--- config.mk ---
export PLATFORM = sky130hd
export DESIGN_NAME = dsb_bank
export DESIGN_NICKNAME = d
export VERILOG_FILES = /design/src/rtl/dsb_pkg.sv /design/src/rtl/dsb_bank.sv /design/src/rtl/dsb_fault_hist.sv /design/src/rtl/dsb_monitor.sv
export VERILOG_INCLUDE_DIRS = /design/src /design/src/rtl
export SDC_FILE = /design/constraint.sdc
export NUM_CORES = 1
export LEC_CHECK = 0
export ABC_CLOCK_PERIOD_IN_PS = 26500
export BUFFER_PORTS_ARGS = -buffer_cell sky130_fd_sc_hd__buf_2
export CAP_MARGIN = 10
export CELL_PAD_IN_SITES_DETAIL_PLACEMENT = 1
export CELL_PAD_IN_SITES_GLOBAL_PLACEMENT = 2
export CORE_AREA = 2 2 139 242
export CTS_CLUSTER_SIZE = 20
export DETAILED_ROUTE_END_ITERATION = 16
export DIE_AREA = 0 0 141 244
export GPL_TIMING_DRIVEN = 1
export HOLD_SLACK_MARGIN = 0.02
export PLACE_DENSITY_LB_ADDON = 0.1
export REMOVE_ABC_BUFFERS = 1
export SLEW_MARGIN = 20
export SYNTH_ARGS = -nofsm -noshare
export SYNTH_HDL_FRONTEND = slang
export SYNTH_SLANG_ARGS = --single-unit
--- constraint.sdc ---
create_clock -name core_clk -period 26.5 [get_ports core_clk]
set_clock_uncertainty 0.05 [all_clocks]
set_input_delay 6.625 -clock core_clk [delete_from_list [all_inputs] [get_ports core_clk]]
set_output_delay 6.625 -clock core_clk [all_outputs]
set_load 0.05 [all_outputs]
--- src/rtl/dsb_cfg.svh ---
// parameter numbers, ranges, reset values and bit positions of the drive status bank
// Notes on behaviour
// [RQ1] layout selector 0 picks velocity word layout (default), 1 picks position layout
// [RQ2] in positioning mode status-2 bit 10 shows side of home
// [RQ3] slip monitor is read-only, 0.0 to 25.0 Hz in 0.1 Hz steps
// [RQ4] speed whole monitor is read-only 32-bit, 0 to 64000 RPM, measured or estimated
// [RQ5] speed fractional monitor is read-only tenths, 0.0 to 0.9
// [RQ6] feedback speed whole monitor read-only 32-bit, 0 to 64000, always updated
// [RQ7] feedback speed fractional monitor is read-only tenths, 0.0 to 0.9
// [RQ8] travel whole monitor is read-only 32-bit count 0 to 64000 from home
// [RQ9] travel fractional monitor is read-only hundredths, 0.00 to 0.99
// [RQ10] history slots hold read-only codes 0 to 122, newest in slot one
// [RQ11] a fault repeating the newest recorded one is recorded once only
// [RQ12] on a new fault slots four to nine shift one place older
// [RQ13] on a new fault slot ten drops its code and takes slot nine
// [RQ14] the whole ten-deep history shifts in one clock cycle
`ifndef DSB_CFG_SVH
`define DSB_CFG_SVH

// parameter numbers used on the access port
`define DSB_PN_LAYOUT 9'h0f9
`define DSB_PN_STATUS2 9'h12d
`define DSB_PN_FEATURE 9'h12e
`define DSB_PN_SLIP 9'h12f
`define DSB_PN_SPD_W 9'h130
`define DSB_PN_SPD_F 9'h131
`define DSB_PN_FBS_W 9'h132
`define DSB_PN_FBS_F 9'h133
`define DSB_PN_TRV_W 9'h134
`define DSB_PN_TRV_F 9'h135
`define DSB_PN_HIST_FIRST 9'h136
`define DSB_PN_HIST_LAST 9'h13c

// ranges and reset values
`define DSB_LAYOUT_RST 1'h0
`define DSB_LAYOUT_MAX 32'h00000001
`define DSB_SLIP_MAX 16'h00fa
`define DSB_SPEED_MAX 32'h0000fa00
`define DSB_TENTHS_MAX 16'h0009
`define DSB_HUNDREDTHS_MAX 16'h0063
`define DSB_FAULT_MAX 7'h7a
`define DSB_FAULT_NONE 7'h00

// history geometry and status bit position
`define DSB_HIST_DEPTH 10
`define DSB_HIST_SHOWN_FIRST 3
`define DSB_HOME_SIDE_BIT 10

`endif

--- src/rtl/dsb_pkg.sv ---
// types shared by the drive status bank
package dsb_pkg;

  // command and status word layout choice
  typedef enum logic {
    DSB_LAYOUT_VELOCITY = 1'b0,
    DSB_LAYOUT_POSITION = 1'b1
  } dsb_layout_t;

  // fault code as carried inside the history
  typedef logic [6:0] dsb_fault_code_t;

endpackage : dsb_pkg

--- src/rtl/dsb_bank.sv ---
// drive status and fault history parameter bank with parameter-number access
`timescale 1ns/1ps
`include "dsb_cfg.svh"

module dsb_bank (
  // clock and reset
  input wire logic core_clk,
  input wire logic rst,
  // parameter access port from the network side
  input wire logic prm_req,
  input wire logic prm_we,
  input wire logic [8:0] prm_num,
  input wire logic [31:0] prm_wdata,
  output logic prm_ack_r,
  output logic prm_err_r,
  output logic [31:0] prm_rdata_r,
  // drive state inputs
  input wire logic pos_mode,
  input wire logic pos_above_home,
  input wire logic [15:0] status2_in,
  input wire logic [15:0] feature_in,
  // live measurements
  input wire logic [15:0] slip_in,
  input wire logic [31:0] speed_whole_in,
  input wire logic [15:0] speed_frac_in,
  input wire logic [31:0] fb_speed_whole_in,
  input wire logic [15:0] fb_speed_frac_in,
  input wire logic [31:0] travel_whole_in,
  input wire logic [15:0] travel_frac_in,
  // fault reports
  input wire logic fault_vld,
  input wire dsb_pkg::dsb_fault_code_t fault_code,
  // selected command and status word layout
  output dsb_pkg::dsb_layout_t word_layout,
  // drive status second word as presented
  output logic [15:0] status2_word,
  // fault history slot one to three, kept elsewhere for display
  output dsb_pkg::dsb_fault_code_t [2:0] fault_recent,
  output logic fault_recorded
);
  import dsb_pkg::*;

  // layout selector register
  dsb_layout_t word_layout_select_r;
  dsb_layout_t word_layout_select_nxt;

  // status words held for reading
  logic [15:0] drive_status_second_r;
  logic [15:0] drive_status_second_nxt;
  logic [15:0] feature_status_r;

  // monitor values
  logic [15:0] slip_monitor_q;
  logic [31:0] speed_fb_whole_q;
  logic [15:0] speed_fb_frac_q;
  logic [31:0] feedback_speed_whole_q;
  logic [15:0] feedback_speed_frac_q;
  logic [31:0] travel_whole_q;
  logic [15:0] travel_frac_q;

  // fault history
  dsb_fault_code_t [`DSB_HIST_DEPTH-1:0] hist_slot;

  // access decode
  logic num_is_layout;
  logic num_is_hist;
  logic num_mapped;
  logic wr_ok;
  logic acc_err;
  logic [3:0] hist_idx;
  logic [31:0] rd_mux;
  logic [31:0] prm_rdata_nxt;

  // zero-extend a 16-bit word to the read data width
  function automatic logic [31:0] ext16(input logic [15:0] v);
    ext16 = {16'h0000, v};
  endfunction : ext16

  // zero-extend a fault code to the read data width
  function automatic logic [31:0] ext_code(input dsb_fault_code_t v);
    ext_code = {25'h0000000, v};
  endfunction : ext_code

  // ---- monitors
  // [RQ3] slip tenths of a hertz
  dsb_monitor #(.W(16), .MAX(`DSB_SLIP_MAX)) u_slip (
    .core_clk(core_clk),
    .rst(rst),
    .val(slip_in),
    .q_r(slip_monitor_q)
  );

  // [RQ4] actual speed whole part
  dsb_monitor #(.W(32), .MAX(`DSB_SPEED_MAX)) u_spd_w (
    .core_clk(core_clk),
    .rst(rst),
    .val(speed_whole_in),
    .q_r(speed_fb_whole_q)
  );

  // [RQ5] actual speed tenths
  dsb_monitor #(.W(16), .MAX(`DSB_TENTHS_MAX)) u_spd_f (
    .core_clk(core_clk),
    .rst(rst),
    .val(speed_frac_in),
    .q_r(speed_fb_frac_q)
  );

  // [RQ6] feedback device speed whole part
  dsb_monitor #(.W(32), .MAX(`DSB_SPEED_MAX)) u_fbs_w (
    .core_clk(core_clk),
    .rst(rst),
    .val(fb_speed_whole_in),
    .q_r(feedback_speed_whole_q)
  );

  // [RQ7] feedback device speed tenths
  dsb_monitor #(.W(16), .MAX(`DSB_TENTHS_MAX)) u_fbs_f (
    .core_clk(core_clk),
    .rst(rst),
    .val(fb_speed_frac_in),
    .q_r(feedback_speed_frac_q)
  );

  // [RQ8] distance from home whole units
  dsb_monitor #(.W(32), .MAX(`DSB_SPEED_MAX)) u_trv_w (
    .core_clk(core_clk),
    .rst(rst),
    .val(travel_whole_in),
    .q_r(travel_whole_q)
  );

  // [RQ9] distance from home hundredths
  dsb_monitor #(.W(16), .MAX(`DSB_HUNDREDTHS_MAX)) u_trv_f (
    .core_clk(core_clk),
    .rst(rst),
    .val(travel_frac_in),
    .q_r(travel_frac_q)
  );

  // ---- fault history
  dsb_fault_hist #(.DEPTH(`DSB_HIST_DEPTH)) u_hist (
    .core_clk(core_clk),
    .rst(rst),
    .fault_vld(fault_vld),
    .fault_code(fault_code),
    .slot_r(hist_slot),
    .recorded(fault_recorded)
  );

  assign fault_recent = hist_slot[2:0];

  // ---- status word second
  // [RQ2] side of home replaces bit 10 in positioning mode
  always_comb begin
    drive_status_second_nxt = status2_in;
    if (pos_mode) begin
      drive_status_second_nxt[`DSB_HOME_SIDE_BIT] = pos_above_home;
    end
  end

  always_ff @(posedge core_clk or posedge rst) begin
    if (rst) begin
      drive_status_second_r <= 16'h0000;
      feature_status_r <= 16'h0000;
    end else begin
      drive_status_second_r <= drive_status_second_nxt;
      feature_status_r <= feature_in;
    end
  end

  assign status2_word = drive_status_second_r;

  // ---- access decode
  assign num_is_layout = (prm_num == `DSB_PN_LAYOUT);
  assign num_is_hist = (prm_num >= `DSB_PN_HIST_FIRST) && (prm_num <= `DSB_PN_HIST_LAST);
  assign num_mapped = num_is_layout || ((prm_num >= `DSB_PN_STATUS2) && (prm_num <= `DSB_PN_HIST_LAST));
  // slot four sits at the first history number
  assign hist_idx = 4'(prm_num - `DSB_PN_HIST_FIRST) + 4'(`DSB_HIST_SHOWN_FIRST);
  // [RQ1] only 0 or 1 is accepted into the selector
  assign wr_ok = num_is_layout && (prm_wdata <= `DSB_LAYOUT_MAX);
  // [RQ3] monitors refuse writes
  assign acc_err = !num_mapped || (prm_we && !wr_ok);

  // [RQ1] selector update on an accepted write
  assign word_layout_select_nxt = (prm_req && prm_we && wr_ok) ? dsb_layout_t'(prm_wdata[0]) : word_layout_select_r;

  always_ff @(posedge core_clk or posedge rst) begin
    if (rst) begin
      word_layout_select_r <= dsb_layout_t'(`DSB_LAYOUT_RST);
    end else begin
      word_layout_select_r <= word_layout_select_nxt;
    end
  end

  assign word_layout = word_layout_select_r;

  // ---- read selection
  always_comb begin
    rd_mux = 32'h00000000;
    case (prm_num)
      `DSB_PN_LAYOUT: rd_mux = {31'h00000000, word_layout_select_r};
      `DSB_PN_STATUS2: rd_mux = ext16(drive_status_second_r);
      `DSB_PN_FEATURE: rd_mux = ext16(feature_status_r);
      `DSB_PN_SLIP: rd_mux = ext16(slip_monitor_q);
      `DSB_PN_SPD_W: rd_mux = speed_fb_whole_q;
      `DSB_PN_SPD_F: rd_mux = ext16(speed_fb_frac_q);
      `DSB_PN_FBS_W: rd_mux = feedback_speed_whole_q;
      `DSB_PN_FBS_F: rd_mux = ext16(feedback_speed_frac_q);
      `DSB_PN_TRV_W: rd_mux = travel_whole_q;
      `DSB_PN_TRV_F: rd_mux = ext16(travel_frac_q);
      default: begin
        if (num_is_hist) begin
          rd_mux = ext_code(hist_slot[hist_idx]);
        end
      end
    endcase
  end

  // read data only on an accepted read, else zero
  assign prm_rdata_nxt = (prm_req && !prm_we && num_mapped) ? rd_mux : 32'h00000000;

  // one answer per request, one cycle later
  always_ff @(posedge core_clk or posedge rst) begin
    if (rst) begin
      prm_ack_r <= 1'b0;
      prm_err_r <= 1'b0;
      prm_rdata_r <= 32'h00000000;
    end else begin
      prm_ack_r <= prm_req;
      prm_err_r <= prm_req && acc_err;
      prm_rdata_r <= prm_rdata_nxt;
    end
  end
endmodule : dsb_bank

--- src/rtl/dsb_fault_hist.sv ---
// ten-deep fault history, newest in slot one, repeats recorded once
`timescale 1ns/1ps
`include "dsb_cfg.svh"

module dsb_fault_hist #(
  parameter int DEPTH = `DSB_HIST_DEPTH
) (
  // clock and reset
  input wire logic core_clk,
  input wire logic rst,
  // fault report from drive logic
  input wire logic fault_vld,
  input wire dsb_pkg::dsb_fault_code_t fault_code,
  // history, index 0 is slot one
  output dsb_pkg::dsb_fault_code_t [DEPTH-1:0] slot_r,
  output logic recorded
);
  import dsb_pkg::*;

  logic code_ok;
  logic is_repeat;

  // [RQ10] only codes 1 to 122 enter
  assign code_ok = (fault_code != `DSB_FAULT_NONE) && (fault_code <= `DSB_FAULT_MAX);
  // [RQ11] same as newest is not recorded again
  assign is_repeat = (fault_code == slot_r[0]);
  assign recorded = fault_vld && code_ok && !is_repeat;

  // [RQ14] single-cycle shift of all slots
  always_ff @(posedge core_clk or posedge rst) begin
    if (rst) begin
      slot_r <= '0;
    end else if (recorded) begin
      // [RQ12] [RQ13] each slot takes the newer one
      slot_r <= {slot_r[DEPTH-2:0], fault_code};
    end
  end
endmodule : dsb_fault_hist

--- src/rtl/dsb_monitor.sv ---
// read-only monitor word, clamped to its range and refreshed every cycle
`timescale 1ns/1ps
`include "dsb_cfg.svh"

module dsb_monitor #(
  parameter int W = 16,
  parameter logic [W-1:0] MAX = '1
) (
  // clock and reset
  input wire logic core_clk,
  input wire logic rst,
  // live value from drive logic
  input wire logic [W-1:0] val,
  // held monitor value
  output logic [W-1:0] q_r
);
  import dsb_pkg::*;

  logic [W-1:0] q_nxt;

  // [RQ6] refresh every cycle
  assign q_nxt = (val > MAX) ? MAX : val;

  always_ff @(posedge core_clk or posedge rst) begin
    if (rst) begin
      q_r <= '0;
    end else begin
      q_r <= q_nxt;
    end
  end
endmodule : dsb_monitor

=== After elaboration in Yosys (flattened, before gate mapping) ===
Index checks and enable logic that the tools add are counted.

* Register bits: 297
* Input bits: 247
* Output and inout bits: 73

* $add $sub $neg: 2
* Magnitude comparators: 13
* Eq/ne operators: 11
* Multiplexer cells: 13
* Reduce and logical (&&, ||, !) cells: 19

{| class="wikitable"
|+ Operator list
! operator !! count
|-
| $pmux W32 S10 || 1
|-
| $mux W32 || 4
|-
| $gt A32 B16 Y1 const B || 3
|-
| $eq A9 B9 Y1 const B || 9
|-
| $mux W16 || 4
|-
| $gt A16 B4 Y1 const B || 2
|-
| $le A32 B1 Y1 const B || 1
|-
| $bmux W7 S4 || 1
|-
| $ge A9 B9 Y1 const B || 2
|-
| $gt A16 B7 Y1 const B || 1
|-
| $gt A16 B8 Y1 const B || 1
|-
| $mux W7 || 2
|-
| $logic_and A1 B1 Y1 || 12
|-
| $eq A9 B8 Y1 const B || 1
|-
| $le A9 B9 Y1 const B || 1
|-
| $eq A7 B7 Y1 || 1
|-
| $le A7 B7 Y1 const B || 1
|-
| $reduce_bool A7 Y1 || 1
|-
| $lt A4 B5 Y1 const B || 1
|-
| $add A4 B2 Y4 const B || 1
|-
| $logic_not A1 Y1 || 4
|-
| $sub A4 B3 Y4 const B || 1
|-
| $logic_or A1 B1 Y1 || 2
|-
| $mux W1 || 1
|}

=== Longest topological paths before layout ===
* Word-level depth: 7
* Gate-level depth with buffers: 12

=== By module ===
Synthesis repeated with hierarchy kept, for this count alone.

* Cells, all modules: 887
* Area, all modules: 12214.2 sq um

{| class="wikitable"
|+ Modules (own cells, without submodules)
! module !! times used !! cells each !! area each (sq um) !! seq. area each (sq um)
|-
| dsb_bank || 1 || 394 || 4088.9 || 1676.6
|-
| dsb_monitor at u_fbs_w ... || 3 || 70 || 1128.6 || 800.8
|-
| dsb_fault_hist || 1 || 164 || 2745.1 || 1751.7
|-
| dsb_monitor at u_fbs_f ... || 2 || 28 || 471.7 || 400.4
|-
| dsb_monitor at u_trv_f || 1 || 31 || 535.5 || 400.4
|-
| dsb_monitor at u_slip || 1 || 32 || 515.5 || 400.4
|}

=== Worst setup path before layout ===
OpenSTA, ideal clock, no wires.

* Kind: input port to output port
* Start: input fault_code[3]
* End: output fault_recorded
* Arrival: 8.154 ns
* Slack: 11.671 ns
* Stages: 7
* Path buffers: 2
* Cells stage by stage: or4_1 > o41ai_2 > nor2_1 > o41ai_2 > buf_6 > buf_8 > inv_1

* Longest elaborated chain between the ends: 4
* Elaborated cells between the ends (all ways): 7
* Classes of those cells: 1 x order compare; 1 x eq/ne; 5 x reduce/logical

{| class="wikitable"
|+ Ends and longest elaborated chain
! what !! line !! source
|-
| start, declared || dsb_bank.sv:32 || <nowiki>input wire dsb_pkg::dsb_fault_code_t fault_code,</nowiki>
|-
| $le A7 B7 Y1 (no source line) / $reduce_bool A7 Y1 (equally long branches) || - ||
|-
| $logic_and A1 B1 Y1 || dsb_fault_hist.sv:24 || <nowiki>assign code_ok = (fault_code != `DSB_FAULT_NONE) && (fault_code <= `DSB_FAULT_MAX);</nowiki>
|-
| $logic_and A1 B1 Y1 || dsb_fault_hist.sv:27 || <nowiki>assign recorded = fault_vld && code_ok && !is_repeat;</nowiki>
|-
| $logic_and A1 B1 Y1 * || dsb_fault_hist.sv:27 ||
|-
| end, declared || dsb_bank.sv:39 || <nowiki>output logic fault_recorded</nowiki>
|}

Mark *: on every way between the ends. The rest lies on a longest branch, timed or not.

=== Worst setup path after layout ===
Same ends and word-level chain as after synthesis.

==> metrics.log <==
INFO  metric status = complete, no violations
INFO  metric post_drt_wl_per_cell = 19.97 um
INFO  metric crit-reg2reg-capture = u_hist.slot_r[18]
INFO  metric ys_seq_area_frac = 0.6274
INFO  metric synth-adder-area-share = 0.004225
INFO  metric first_pass_iters = 4
INFO  metric post_cts_resized = 0
INFO  metric cts.reportedPaths.clkPinSlew = 60 ps
INFO  metric rsz0062_at_grt = false
INFO  metric tritoncts_num_sinks = 297
INFO  metric worstSetupPathType = input port to output pin
INFO  metric fin_crit = 14780 ps
INFO  metric r2r-start = u_hist.slot_r[2]
INFO  metric layout.cells.most_common_list = sky130_fd_sc_hd__buf_2, sky130_fd_sc_hd__dfrtp_1, sky130_fd_sc_hd__conb_1
INFO  metric globalRouteMet2Util = 0.3845
INFO  metric synth_edf_count = 0
INFO  metric num-nets-final = 1507
INFO  metric grt_antenna_before_repair = 7
INFO  metric worstMarginPinSlew = 1026 ps
INFO  metric syn-mean-instance-area = 13.62 um2
INFO  metric met3_usage = 0.03192
INFO  metric clockBufferDepth = 3
INFO  metric synth-compound-area-share = 0.1060
INFO  metric grt-ovfl-total = 0
INFO  metric synthArstFlopShare = 1.000
INFO  metric detail_route.vias_per_cell = 5.080
INFO  metric total_number_of_h_tree_levels = 1
INFO  metric via_count = 8540
INFO  metric hold_class = flop to flop
INFO  metric groute.usage.overall = 0.1975
INFO  metric yosys.area_share.simple = 0.1128
INFO  metric drv.max_cap_violation_count = 0
INFO  metric die-area = 34400 um2
INFO  metric hold_viol_final = 0
INFO  metric hpwl = 24540 um
INFO  metric cts_tree = yes
INFO  metric vias_in_the_first_global_route = 9521
INFO  metric postSynth.topFlopCell = sky130_fd_sc_hd__dfrtp_1
INFO  metric port-buffer-count = 319
INFO  metric die_width = 141 um
INFO  metric worst_setup_path_start_kind = input port
INFO  metric fmax = 0.06768 GHz
INFO  metric cts_setup_buffers = 0
INFO  metric relSlewSlack = 0.3136
INFO  metric synth.yosys.warnings = 0
INFO  metric power_density = 76.60 nW/um2
INFO  metric hold_path_end = u_hist.slot_r[63]
INFO  metric synthesis.area = 11850 um2
INFO  metric flops_latches_synth = 297
INFO  metric cts-buffers-inserted = 29
INFO  metric register_to_register_setup_slack = 23980 ps
INFO  metric synthToLayoutAreaGrowth = 27.65%
INFO  metric mostFrequentLayoutCell = sky130_fd_sc_hd__buf_2
INFO  metric fin_ws = 11720 ps
INFO  metric post_synth_inst_count = 870
INFO  metric grt_start_max_net_pins = 139
INFO  metric postRouteAntennaNets = 0
INFO  metric effective_utilization_at_floorplan = 0.3664
INFO  metric drt_wl_total = 33560 um
INFO  metric place_congestion = 0.7959
INFO  metric core-area = 32330 um2
INFO  metric endpoint_kind = output pin
INFO  metric post_synth_mux_area_share = 0.1042
INFO  metric synth.lib_cells_used.distinct = 64
INFO  metric reg2regPathDepth = 5
INFO  metric combinational_family_with_the_most_area_after_synthesis = simple AND/OR/NAND/NOR gates
INFO  metric met1_usage = 0.2187
INFO  metric hold_buffers = 0
INFO  metric startpoint = fault_code[3]
INFO  metric cp_data_required_time = 19830 ps
INFO  metric timing_max_transition_violations_final = 0
INFO  metric worst-endpoint-arrival = 8100 ps
INFO  metric first_iter_violations = 286
INFO  metric placementRows = 87
INFO  metric ir_drop = 0.04945 mV
INFO  metric global_route_wire_length_before_repair = 52480 um
INFO  metric synth_xor_xnor_area_share = 0.005175
INFO  metric cellLeakagePower = 0.006922 uW
INFO  metric globalRoute.busiestLayer = met2
INFO  metric worstHoldStart = u_hist.slot_r[63]
INFO  metric die_y = 244 um
INFO  metric drcViolationCount = 0
INFO  metric min_period_over_period = 0.5576
INFO  metric final-setup-viol-count = 0
INFO  metric worstSkewPairLatency = 560 ps
INFO  metric clock_tree.root_cell = sky130_fd_sc_hd__clkbuf_16
INFO  metric layout_cells_sized_above_1 = 0.3643
INFO  metric crit_path_max_fanout = 7
INFO  metric final.setup.tns = 0 ps
INFO  metric i_o_pins = 320
INFO  metric holdPathStages = 1
INFO  metric place_worst_setup_slack = 11710 ps
-- state kept, by name (all words and copies together), names as in the netlist --
name              cells
u_spd_w.q_r          32
prm_err_r             1
u_slip.q_r           16
u_fbs_w.q_r          32
u_trv_w.q_r          32
u_fbs_f.q_r          16
feature_status_r     16
status2_word         16
u_hist.slot_r        70
u_trv_f.q_r          16
u_spd_f.q_r          16
word_layout           1
prm_ack_r             1
prm_rdata_r          32
-- per-layer routing --
layer	up-vias	share of wire
li1	3912	-
met1	4345	0.37
met2	222	0.56
met3	53	0.045
met4	8	0.023
met5	-	0.0016
-- logic make-up after synthesis --
kind of cell               Yosys count
and+or+nand+nor                    219
xor gates and xnor gates             7
other                                1
muxes                               96
adders and majority gates            4
AOI/OAI and AO/OA                  165
DFF                                297
buffers and inverters               81
-- Yosys cell counts (all sizes together) (5+ instances only) --
master / number / share of area
dfrtp: 297 / 0.63
mux2: 79 / 0.075
buf: 45 / 0.028
nor3: 38 / 0.018
a22oi: 33 / 0.021
nor4: 33 / 0.017
and2: 32 / 0.017
a22o: 28 / 0.021
a21oi: 27 / 0.011
nor2: 26 / 0.0082
or2: 24 / 0.013
clkbuf: 21 / 0.0067
a222oi: 16 / 0.014
inv: 15 / 0.0048
mux4: 14 / 0.027
nand4: 14 / 0.0074
o22ai: 14 / 0.0074
nand2b: 10 / 0.0053
and3: 7 / 0.0037
o21ai: 7 / 0.0030
a2bb2oi: 6 / 0.0044
nand3: 6 / 0.0025
a221oi: 5 / 0.0037
nand2: 5 / 0.0016
o32ai: 5 / 0.0037
-- critical path, cell delays in order --
cell and delay, ps:
sky130_fd_sc_hd__buf_2 120, sky130_fd_sc_hd__or4_1 540, sky130_fd_sc_hd__o41ai_2 210, sky130_fd_sc_hd__nor2_1 210, sky130_fd_sc_hd__o41ai_4 110, sky130_fd_sc_hd__inv_1 70
sky130_fd_sc_hd__buf_2 210
-- worst max path at each step --
stage	to
floorplan	fault_recorded
global placement	fault_recorded
detailed placement	fault_recorded
CTS	fault_recorded
global route	fault_recorded
finish	fault_recorded
-- power by group --
| part | total [uW] | internal (uW) | leakage, uW | switching [uW] |
|---|---|---|---|---|
| registers | 535 | 503 | 0.00355 | 32.3 |
| clock network | 470 | 292 | 0.000543 | 178 |
| logic | 153 | 69.8 | 0.00283 | 83.2 |
-- through the flow --
stage,utilization,cell area (um2),hold slack [ps],std cells,power [uW]
floorplan,-,11760,410.4,892,636.6
global placement,0.4324,13980,419.6,1624,693.7
detailed placement,0.4333,14010,427.7,1625,699.6
CTS,0.4675,15110,443.9,1679,1176
global route,0.4677,15120,456.9,1681,1211
finish,0.4677,15120,442.2,1681,1158
-- layout make-up --
type / instances / area [um2]
antenna: 2 / 5.005
clock buffer: 34 / 794.5
clock inverter: 20 / 311.5
fill: 3479 / 17210
inverter: 15 / 63.81
multi-input combinational: 580 / 4305
sequential: 297 / 7432
tap: 400 / 500.5
timing repair buffer: 333 / 1709
(Power assumes the default switching activity.)
